**src/rtl/drm_defines.svh**
```systemverilog
`ifndef DRM_DEFINES_SVH
`define DRM_DEFINES_SVH

// Register byte offsets
`define DRM_OFS_CTRL 8'h00
`define DRM_OFS_STATUS 8'h04
`define DRM_OFS_MASK 8'h08
`define DRM_OFS_NETRX 8'h0c
`define DRM_OFS_CAL 8'h10
`define DRM_OFS_STATE 8'h14
`define DRM_OFS_NETTX 8'h18

// Field positions
`define DRM_CAL_START_BIT 0
`define DRM_CAL_FINISH_BIT 1
`define DRM_TX_PRESENT_BIT 31
`define DRM_TX_PROP_BIT 30
`define DRM_TX_FAULT_BIT 29

// Reset values
`define DRM_CTRL_RST 3'h0
`define DRM_MASK_RST 4'h0
`define DRM_NETRX_RST 19'h00000

// Identifier positions from this one upward select the output role
`define DRM_ID_FIRST_OUTPUT 3'h3

// Analogue limits in millivolts, one ADC code per millivolt
`define DRM_FAULT_MV 13'h0bb8
`define DRM_CAL_MIN_MV 13'h044c
`define DRM_CAL_NOM_MV 13'h04b0
`define DRM_CAL_MAX_MV 13'h0514

// Dead band on network x-y data before a direction relay closes
`define DRM_DEADBAND 8'h20

`endif

```
**src/rtl/drm_pkg.sv**
```systemverilog
package drm_pkg;

  typedef enum logic {
    ROLE_INPUT = 1'b0,
    ROLE_OUTPUT = 1'b1
  } drm_role_e;

  typedef enum logic [1:0] {
    CAL_IDLE = 2'b00,
    CAL_RUN = 2'b01,
    CAL_CHECK = 2'b10
  } drm_cal_e;

  typedef struct packed {
    logic horn;
    logic speedUp;
    logic speedDown;
    logic right;
    logic left;
    logic reverse;
    logic forward;
  } drm_relay_s;

  typedef struct packed {
    logic fifth;
    logic right;
    logic left;
    logic reverse;
    logic forward;
  } drm_switch_s;

  typedef struct packed {
    logic horn;
    logic speedDown;
    logic speedUp;
    logic signed [7:0] y;
    logic signed [7:0] x;
  } drm_netrx_s;

  typedef struct packed {
    logic ignoreDetect;
    logic diagonal;
    logic proportional;
  } drm_ctrl_s;

  typedef struct packed {
    logic calFail;
    logic calPass;
    logic detectLost;
    logic fault;
  } drm_status_s;

endpackage

```
**src/rtl/drm_axis_check.sv**
```systemverilog
`timescale 1ns/1ps
`include "drm_defines.svh"

module drm_axis_check (
  // Clock, enable and reset
  input wire logic clk,
  input wire logic rstn,
  input wire logic ce,
  // Samples in millivolts
  input wire logic [11:0] sample,
  input wire logic [11:0] refLevel,
  // Calibration control
  input wire logic calClear,
  input wire logic calRun,
  // Results
  output logic signed [12:0] deviation,
  output logic overLimit,
  output logic [12:0] peak
);

  logic [12:0] magnitude;
  logic [12:0] peak_ff;

  // Signed deviation from the reference and its magnitude
  assign deviation = $signed({1'b0, sample}) - $signed({1'b0, refLevel});
  assign magnitude = deviation[12] ? 13'(-deviation) : deviation;
  assign overLimit = magnitude > `DRM_FAULT_MV;
  assign peak = peak_ff;

  // Largest swing seen while calibrating
  always_ff @(posedge clk or negedge rstn) begin
    if (!rstn) begin
      peak_ff <= 13'h0000;
    end else if (ce) begin
      if (calClear) begin
        peak_ff <= 13'h0000;
      end else if (calRun && magnitude > peak_ff) begin
        peak_ff <= magnitude;
      end
    end
  end

endmodule // drm_axis_check

```
**src/rtl/drm_io_mapper.sv**
```systemverilog
// Our own choices: register access over APB and the address map.
`timescale 1ns/1ps
`include "drm_defines.svh"

module drm_io_mapper (
  // Clock, enable and reset
  input wire logic mclk,
  input wire logic ce,
  input wire logic resetn,
  // APB slave
  input wire logic psel,
  input wire logic penable,
  input wire logic pwrite,
  input wire logic [7:0] paddr,
  input wire logic [31:0] pwdata,
  output logic [31:0] prdata,
  output logic pready,
  output logic pslverr,
  // Identifier strap
  input wire logic [2:0] idSwitch,
  // Input connector
  input wire drm_pkg::drm_switch_s switchPins,
  input wire logic detectN,
  input wire logic [11:0] speedAdc,
  input wire logic [11:0] dirAdc,
  input wire logic [11:0] refAdc,
  // System
  input wire logic chargerInhibit,
  // Network data and relay outputs
  output logic [31:0] netTx,
  output drm_pkg::drm_relay_s relayOut,
  output logic irq
);

  logic [1:0] rstSync_ff;
  logic rstn;
  logic idCaptured_ff;
  logic [2:0] idPos_ff;
  drm_pkg::drm_role_e role_ff;
  drm_pkg::drm_ctrl_s ctrl_ff;
  drm_pkg::drm_status_s status_ff;
  drm_pkg::drm_status_s nxt_status;
  logic [3:0] mask_ff;
  drm_pkg::drm_netrx_s netRx_ff;
  drm_pkg::drm_cal_e cal_ff;
  drm_pkg::drm_cal_e nxt_cal;
  drm_pkg::drm_relay_s relay_ff;
  drm_pkg::drm_relay_s nxt_relay;
  logic [31:0] netTx_ff;
  logic [31:0] nxt_netTx;
  logic faultLive_ff;
  logic present_ff;
  logic inhibitSeen_ff;
  logic pready_ff;
  logic pslverr_ff;
  logic [31:0] prdata_ff;
  logic irq_ff;

  // Reset release through two flip-flops
  always_ff @(posedge mclk or negedge resetn) begin
    if (!resetn) begin
      rstSync_ff <= 2'b00;
    end else begin
      rstSync_ff <= {rstSync_ff[0], 1'b1};
    end
  end
  assign rstn = rstSync_ff[1];

  // APB decode
  logic apbAccess;
  logic apbTake;
  logic apbDone;
  logic mapped;
  logic wrDone;
  logic rdStatusDone;
  logic [31:0] rdData;
  assign apbAccess = psel & penable;
  assign apbTake = apbAccess & ~pready_ff;
  assign apbDone = apbAccess & pready_ff;
  assign mapped = (paddr == `DRM_OFS_CTRL) | (paddr == `DRM_OFS_STATUS) |
                  (paddr == `DRM_OFS_MASK) | (paddr == `DRM_OFS_NETRX) |
                  (paddr == `DRM_OFS_CAL) | (paddr == `DRM_OFS_STATE) |
                  (paddr == `DRM_OFS_NETTX);
  assign wrDone = apbDone & pwrite & mapped;
  assign rdStatusDone = apbDone & ~pwrite & (paddr == `DRM_OFS_STATUS);

  // Read data selection
  assign rdData = (paddr == `DRM_OFS_CTRL) ? {29'h0, ctrl_ff} :
                  (paddr == `DRM_OFS_STATUS) ? {28'h0, status_ff} :
                  (paddr == `DRM_OFS_MASK) ? {28'h0, mask_ff} :
                  (paddr == `DRM_OFS_NETRX) ? {13'h0, netRx_ff} :
                  (paddr == `DRM_OFS_CAL) ? {30'h0, cal_ff} :
                  (paddr == `DRM_OFS_STATE) ? {18'h0, relay_ff, inhibitSeen_ff,
                                               faultLive_ff, present_ff, role_ff, idPos_ff} :
                  (paddr == `DRM_OFS_NETTX) ? netTx_ff : 32'h0000_0000;

  // Bus answer one cycle into the access phase
  always_ff @(posedge mclk or negedge rstn) begin
    if (!rstn) begin
      pready_ff <= 1'b0;
      pslverr_ff <= 1'b0;
      prdata_ff <= 32'h0000_0000;
    end else if (ce) begin
      pready_ff <= apbTake;
      pslverr_ff <= apbTake & ~mapped;
      if (apbTake && !pwrite) begin
        prdata_ff <= rdData;
      end
    end
  end

  // Software writable registers
  logic calStartWr;
  logic calFinishWr;
  assign calStartWr = wrDone & (paddr == `DRM_OFS_CAL) & pwdata[`DRM_CAL_START_BIT];
  assign calFinishWr = wrDone & (paddr == `DRM_OFS_CAL) & pwdata[`DRM_CAL_FINISH_BIT];
  always_ff @(posedge mclk or negedge rstn) begin
    if (!rstn) begin
      ctrl_ff <= `DRM_CTRL_RST;
      mask_ff <= `DRM_MASK_RST;
      netRx_ff <= `DRM_NETRX_RST;
    end else if (ce && wrDone) begin
      if (paddr == `DRM_OFS_CTRL) ctrl_ff <= pwdata[2:0];
      if (paddr == `DRM_OFS_MASK) mask_ff <= pwdata[3:0];
      if (paddr == `DRM_OFS_NETRX) netRx_ff <= pwdata[18:0];
    end
  end

  // Identifier strap caught once after reset release
  always_ff @(posedge mclk or negedge rstn) begin
    if (!rstn) begin
      idCaptured_ff <= 1'b0;
      idPos_ff <= 3'h0;
      role_ff <= drm_pkg::ROLE_INPUT;
    end else if (ce && !idCaptured_ff) begin
      idCaptured_ff <= 1'b1;
      idPos_ff <= idSwitch;
      role_ff <= (idSwitch >= `DRM_ID_FIRST_OUTPUT) ? drm_pkg::ROLE_OUTPUT
                                                    : drm_pkg::ROLE_INPUT;
    end
  end

  // Analogue channel checks
  logic signed [12:0] speedDev;
  logic signed [12:0] dirDev;
  logic speedOver;
  logic dirOver;
  logic [12:0] speedPeak;
  logic [12:0] dirPeak;
  drm_axis_check uSpeed (
    .clk(mclk),
    .rstn(rstn),
    .ce(ce),
    .sample(speedAdc),
    .refLevel(refAdc),
    .calClear(calStartWr),
    .calRun(cal_ff == drm_pkg::CAL_RUN),
    .deviation(speedDev),
    .overLimit(speedOver),
    .peak(speedPeak)
  );
  drm_axis_check uDir (
    .clk(mclk),
    .rstn(rstn),
    .ce(ce),
    .sample(dirAdc),
    .refLevel(refAdc),
    .calClear(calStartWr),
    .calRun(cal_ff == drm_pkg::CAL_RUN),
    .deviation(dirDev),
    .overLimit(dirOver),
    .peak(dirPeak)
  );

  // Presence, fault and input-role network data
  logic inputRole;
  logic present;
  logic faultNow;
  logic calInWindow;
  assign inputRole = idCaptured_ff & (role_ff == drm_pkg::ROLE_INPUT);
  assign present = ~detectN | ctrl_ff.ignoreDetect;
  assign faultNow = inputRole & ctrl_ff.proportional & present & (speedOver | dirOver);
  assign calInWindow = (speedPeak >= `DRM_CAL_MIN_MV) & (speedPeak <= `DRM_CAL_MAX_MV) &
                       (dirPeak >= `DRM_CAL_MIN_MV) & (dirPeak <= `DRM_CAL_MAX_MV);
  // Switched mode sends all five pins; proportional sends both deviations, or zero while a fault is flagged
  always_comb begin
    nxt_netTx = 32'h0000_0000;
    if (inputRole && present) begin
      nxt_netTx[`DRM_TX_PRESENT_BIT] = 1'b1;
      nxt_netTx[`DRM_TX_PROP_BIT] = ctrl_ff.proportional;
      nxt_netTx[`DRM_TX_FAULT_BIT] = faultNow;
      if (!ctrl_ff.proportional) begin
        nxt_netTx[4:0] = switchPins;
      end else if (!faultNow) begin
        nxt_netTx[25:0] = {dirDev, speedDev};
      end
    end
  end

  // Output-role direction decode
  logic [7:0] absX;
  logic [7:0] absY;
  logic xAct;
  logic yAct;
  logic yWins;
  drm_pkg::drm_relay_s dirs;
  assign absX = netRx_ff.x[7] ? 8'(-netRx_ff.x) : netRx_ff.x;
  assign absY = netRx_ff.y[7] ? 8'(-netRx_ff.y) : netRx_ff.y;
  assign xAct = absX > `DRM_DEADBAND;
  assign yAct = absY > `DRM_DEADBAND;
  assign yWins = ctrl_ff.diagonal | (absY >= absX);
  assign dirs.forward = yAct & yWins & ~netRx_ff.y[7];
  assign dirs.reverse = yAct & yWins & netRx_ff.y[7];
  assign dirs.right = xAct & (ctrl_ff.diagonal | ~(yAct & yWins)) & ~netRx_ff.x[7];
  assign dirs.left = xAct & (ctrl_ff.diagonal | ~(yAct & yWins)) & netRx_ff.x[7];
  assign dirs.speedUp = netRx_ff.speedUp;
  assign dirs.speedDown = netRx_ff.speedDown;
  assign dirs.horn = netRx_ff.horn;
  // Relays open outside the output role; inhibit plays no part
  assign nxt_relay = (idCaptured_ff && role_ff == drm_pkg::ROLE_OUTPUT) ? dirs
                                                                       : '0;

  // Calibration sequence
  always_comb begin
    case (cal_ff)
      drm_pkg::CAL_IDLE: nxt_cal = calStartWr ? drm_pkg::CAL_RUN : drm_pkg::CAL_IDLE;
      drm_pkg::CAL_RUN: nxt_cal = calFinishWr ? drm_pkg::CAL_CHECK : drm_pkg::CAL_RUN;
      drm_pkg::CAL_CHECK: nxt_cal = drm_pkg::CAL_IDLE;
      default: nxt_cal = drm_pkg::CAL_IDLE;
    endcase
  end

  // Sticky status: a read clears only the bits it returned, so a late event survives
  always_comb begin
    nxt_status = rdStatusDone ? (status_ff & ~prdata_ff[3:0]) : status_ff;
    nxt_status.fault = nxt_status.fault | (faultNow & ~faultLive_ff);
    nxt_status.detectLost = nxt_status.detectLost | (inputRole & present_ff & ~present);
    nxt_status.calPass = nxt_status.calPass | ((cal_ff == drm_pkg::CAL_CHECK) & calInWindow);
    nxt_status.calFail = nxt_status.calFail | ((cal_ff == drm_pkg::CAL_CHECK) & ~calInWindow);
  end

  // Block state
  always_ff @(posedge mclk or negedge rstn) begin
    if (!rstn) begin
      cal_ff <= drm_pkg::CAL_IDLE;
      status_ff <= '0;
      relay_ff <= '0;
      netTx_ff <= 32'h0000_0000;
      faultLive_ff <= 1'b0;
      present_ff <= 1'b0;
      inhibitSeen_ff <= 1'b0;
      irq_ff <= 1'b0;
    end else if (ce) begin
      cal_ff <= nxt_cal;
      status_ff <= nxt_status;
      relay_ff <= nxt_relay;
      netTx_ff <= nxt_netTx;
      faultLive_ff <= faultNow;
      present_ff <= inputRole & present;
      inhibitSeen_ff <= chargerInhibit;
      irq_ff <= |(nxt_status & mask_ff);
    end
  end

  // Outputs straight from flip-flops
  assign prdata = prdata_ff;
  assign pready = pready_ff;
  assign pslverr = pslverr_ff;
  assign netTx = netTx_ff;
  assign relayOut = relay_ff;
  assign irq = irq_ff;

  // Checks
  a_id_role: assert property (@(posedge mclk) disable iff (!rstn)
    idCaptured_ff |-> (role_ff == drm_pkg::ROLE_OUTPUT) == (idPos_ff >= 3'h3))
    else $error("role does not match identifier");
  a_fourway_single: assert property (@(posedge mclk) disable iff (!rstn)
    ($past(ce) && !$past(ctrl_ff.diagonal)) |-> $onehot0(relay_ff[3:0]))
    else $error("four-way closed more than one direction");
  a_diag_adjacent: assert property (@(posedge mclk) disable iff (!rstn)
    !(relay_ff.forward && relay_ff.reverse) && !(relay_ff.left && relay_ff.right))
    else $error("opposite directions closed together");
  a_buttons_follow: assert property (@(posedge mclk) disable iff (!rstn)
    (ce && idCaptured_ff && role_ff == drm_pkg::ROLE_OUTPUT) |=>
      {relay_ff.horn, relay_ff.speedUp, relay_ff.speedDown} ==
      $past({netRx_ff.horn, netRx_ff.speedUp, netRx_ff.speedDown}))
    else $error("button relays do not follow focus buttons");
  a_inhibit_ignored: assert property (@(posedge mclk) disable iff (!rstn)
    (ce && chargerInhibit && role_ff == drm_pkg::ROLE_OUTPUT && idCaptured_ff) |=>
      relay_ff == $past(dirs))
    else $error("charger inhibit gated a relay");
  a_fault_window: assert property (@(posedge mclk) disable iff (!rstn)
    (ce && faultNow) |=> (faultLive_ff && netTx_ff[25:0] == 26'h0 &&
      (status_ff.fault || $past(faultLive_ff))))
    else $error("swing beyond limit did not raise fault");
  a_switch_live: assert property (@(posedge mclk) disable iff (!rstn)
    (ce && inputRole && present && !ctrl_ff.proportional) |=>
      netTx_ff[4:0] == $past(switchPins))
    else $error("switch state not sent live");
  a_cal_result: assert property (@(posedge mclk) disable iff (!rstn)
    (ce && cal_ff == drm_pkg::CAL_CHECK) |=> (status_ff.calPass == $past(calInWindow)) ||
      $past(status_ff.calPass))
    else $error("calibration window judged wrongly");
  a_input_open: assert property (@(posedge mclk) disable iff (!rstn)
    ($past(ce) && $past(inputRole)) |-> relay_ff == '0)
    else $error("relay closed in input role");
  a_detect_absent: assert property (@(posedge mclk) disable iff (!rstn)
    (ce && detectN && !ctrl_ff.ignoreDetect) |=> !netTx_ff[31])
    else $error("absent device reported present");

endmodule // drm_io_mapper

```
**config.mk**
```make
export PLATFORM = sky130hd
export DESIGN_NAME = drm_io_mapper
export DESIGN_NICKNAME = d
export VERILOG_FILES = /design/src/rtl/drm_pkg.sv /design/src/rtl/drm_axis_check.sv /design/src/rtl/drm_io_mapper.sv
export VERILOG_INCLUDE_DIRS = /design/src /design/src/rtl
export SDC_FILE = /design/constraint.sdc
export NUM_CORES = 1
export LEC_CHECK = 0
export ABC_AREA = 1
export BUFFER_PORTS_ARGS = -buffer_cell sky130_fd_sc_hd__buf_2
export CORE_ASPECT_RATIO = 0.9
export CORE_MARGIN = 8
export CORE_UTILIZATION = 35
export CTS_CLUSTER_SIZE = 20
export DETAILED_ROUTE_END_ITERATION = 10
export SLEW_MARGIN = 15
export SYNTH_ARGS = -nofsm -noshare
export SYNTH_HDL_FRONTEND = slang
export SYNTH_SLANG_ARGS = --single-unit
```
**constraint.sdc**
```tcl
create_clock -name mclk -period 5.75 [get_ports mclk]
set_input_delay 0.575 -clock mclk [delete_from_list [all_inputs] [get_ports mclk]]
set_output_delay 0.575 -clock mclk [all_outputs]
set_load 0.03 [all_outputs]
```
==> impl_metrics.json <==
{
  "grt_setup_unrepaired": "no",
  "synth_area_mm2": 0.009588,
  "worst_pin_slew_ns": 0.9743,
  "tns_ns": 0,
  "postRouteAntennaNets": 0,
  "layout_common_cells": "nand2_1 (391), inv_1 (214), buf_2 (146)",
  "dp_worst_setup_slack_ns": 1.198,
  "ctsHtreeMaxLevel": 4,
  "power.share.combinational": 0.343,
  "grt_max_degree": 80,
  "avgSynthCellArea_um2": 7.076,
  "yosysTopAreaCell": "dfrtp_1",
  "die_width_um": 190.5,
  "grt_overflow_total": 0,
  "core_mm2": 0.02696,
  "synth_edf_count": 0,
  "grt_usage": 0.1761,
  "fmax_ghz": 0.2435,
  "syn_inst": 1355,
  "seqPwrFrac": 0.334,
  "synth_warnings": 0,
  "hp-start": "pwdata[7]",
  "setup_viol": 0,
  "ys_seq_elements": 135,
  "finalHoldViolCount": 0,
  "routed_via_density": 4.963,
  "clockPowerShare": 0.323,
  "first_pass_iters": 5,
  "core.rowCount": 57,
  "clock_latency_ns": 0.43,
  "layout_commonest_cell": "nand2_1",
  "antenna_found_initial": 0,
  "worstPathMaxFanout": 14,
  "cts_buffers": 17,
  "r2r-start": "netRx_ff[0]$_DFFE_PN0P_",
  "ir_drop_v": 0.0002270,
  "area_delta_synth_final_pct": 17.40,
  "drc_errors": 0,
  "setup_ws_ns": 1.643,
  "initial_core_util": 0.3557,
  "antenna_cells": 0,
  "ys_seq_area_frac": 0.3523,
  "dieArea_mm2": 0.03295,
  "finalClockSkew_ns": 0.01028,
  "layout-drive-gt1-share": 0.1532,
  "synth_top_area_share": 0.3523,
  "startpoint": "refAdc[0]",
  "hold_path_class": "in -> reg",
  "die_h_um": 173.0,
  "outcome": "finished clean",
  "crit_arrival_ns": 4.42,
  "dp_cells": 1829,
  "grt_pass1_vias": 9168,
  "power.internal_w": 0.002174,
  "clk_path_buf_depth": 2,
  "num-fill-cells": 2827,
  "slew_violations": 0,
  "cp.required_ns": 6.06,
  "postCtsSetupBuffers": 0,
  "dr.first_iter.drc_count": 589,
  "wl_mm": 29.00,
  "crit_type": "in -> reg",
  "synth_cell_types": 55,
  "post-route-min-period_ns": 4.107,
  "synthTopCellsByArea": "dfrtp_1 (35%), nand2_1 (15%), inv_1 (8.4%)",
  "path_clk_slew_ns": 0.06,
  "cap_violations": 0,
  "cp-start-kind": "primary input",
  "worstSetupEndpointType": "flip-flop",
  "swShare": 0.3866,
  "gp_congestion": 0.8606,
  "clock-sinks": 135,
  "io_pins": 166,
  "fin_nets": 1649,
  "layoutNonFillerInstCount": 1862,
  "cts_tree": "built",
  "yosys_most_used_dff": "dfrtp_1",
  "p_leak_nw": 6.056,
  "total_power_w": 0.003544,
  "maxSlewHeadroom": 0.3504,
  "finalCritPeriodShare": 0.7143,
  "port_buffers": 146,
  "async_flop_share": 1.000,
  "p_sw_w": 0.001370,
  "wl_per_cell_um": 15.57,
  "dpl.hpwl_mm": 22.64,
  "grt_pass1_wl_mm": 47.40,
  "routed-via-count": 9241,
  "power_density_mw_per_mm2": 314.8,
  "root_buffer": "clkbuf_16"
}
layer usage:
layer / share of wire / wire length, um / global-route usage
met2: 0.46 / 13300 / 0.2842
met4: 0.018 / 512 / 0.05459
met5: 0 / 0 / 0
met3: 0.057 / 1657 / 0.02977
met1: 0.47 / 13530 / 0.2364
final timing paths:
check,end,cells after the start,slack [ns]
setup / recovery,uDir.peak[12]$_DFFE_PN0P_,23,1.64
hold / removal,netRx_ff[7]$_DFFE_PN0P_,3,0.35
setup reg to reg,relayOut[2]$_DFFE_PN0P_,14,2.54
hold reg to reg,rstSync_ff[1]$_DFF_PN0_,0,0.35
max in group asynchronous,uDir.peak[1]$_DFFE_PN0P_,1,3.86
min in group asynchronous,uSpeed.peak[1]$_DFFE_PN0P_,0,0.39
state kept, by name, summed over array words and instances (netlist names), 2 cells and up:
signal,cells
netTx,28
dirs,3
mask_ff,4
idPos_ff,3
rstSync_ff,2
uDir.peak,13
netRx_ff,16
prdata,29
uSpeed.peak,13
status_ff,4
relayOut,7
ctrl_ff,3
cal_ff,2
synth_stat cells (15+ instances only):
| master | count |
|---|---|
| a21oi_1 | 39 |
| clkbuf_1 | 19 |
| dfrtp_1 | 135 |
| ha_1 | 60 |
| inv_1 | 214 |
| nand2_1 | 391 |
| nand3_1 | 87 |
| nand4_1 | 18 |
| nor2_1 | 93 |
| nor3_1 | 15 |
| o21ai_0 | 100 |
| o31ai_1 | 20 |
power by group through the flow:
stage               logic, W  registers, W  clock network, W
detailed placement   0.00122       0.00120                 0
CTS                  0.00123       0.00118           0.00116
global placement     0.00120       0.00120                 0
floorplan           0.000881       0.00124                 0
global route         0.00141       0.00120           0.00120
finish               0.00121       0.00118           0.00115
logic make-up (layout without fill, tap and decap cells):
kind of cell,count (synthesis),in the layout,synth area share
AO/OA/AOI/OAI,223,223,0.1433
multiplexers,4,4,0.004698
XOR/XNOR,14,14,0.01279
buffers and inverters,260,408,0.1090
other,2,7,0.0007833
adder cells (fa/ha/maj),62,62,0.08247
AND/OR/NAND/NOR,655,655,0.2947
flip-flops,135,135,0.3523
repair_timing:
item | 4_1_cts | 5_1_grt
resized for setup | 0 | 0
endpoints found under the hold margin | 2 | 0
hold buffers | 1 | 0
stage by stage:
step                        util  hold WS (ns)  cell area [um2]
after floorplan                -        0.2794             9607
after global placement    0.3944        0.3387            10630
after detailed placement  0.3944        0.3404            10630
after CTS                 0.4175        0.3486            11260
after global routing      0.4175        0.3718            11260
final                     0.4175        0.3550            11260
worst max-delay path: stages:
cell and delay (ns):
buf_2 0.13, ha_1 0.18, inv_1 0.13, fa_1 0.42, inv_1 0.17, ha_1 0.20, a21boi_1 0.28, nand3_2 0.11
nor2_2 0.14, nand2_1 0.08, nor2_2 0.10, inv_1 0.05, nor4_1 0.47, ha_1 0.35, and3_1 0.17, nand4_1 0.09
nand2_1 0.05, inv_1 0.06, nand2_1 0.05, nand2_2 0.26, nand2_4 0.19, nand2_1 0.10, nand2_1 0.05
layout make-up:
class	count	area, um2	area share
clock buffer	18	439.2	0.03902
clock inverter	14	175.2	0.01556
inverter	221	829.5	0.07370
multi-input combinational	965	5186	0.4608
sequential	135	3382	0.3005
tap	354	442.9	0.03935
timing repair buffer	155	800.8	0.07114
No activity file was read; power rests on OpenSTA's default activity.
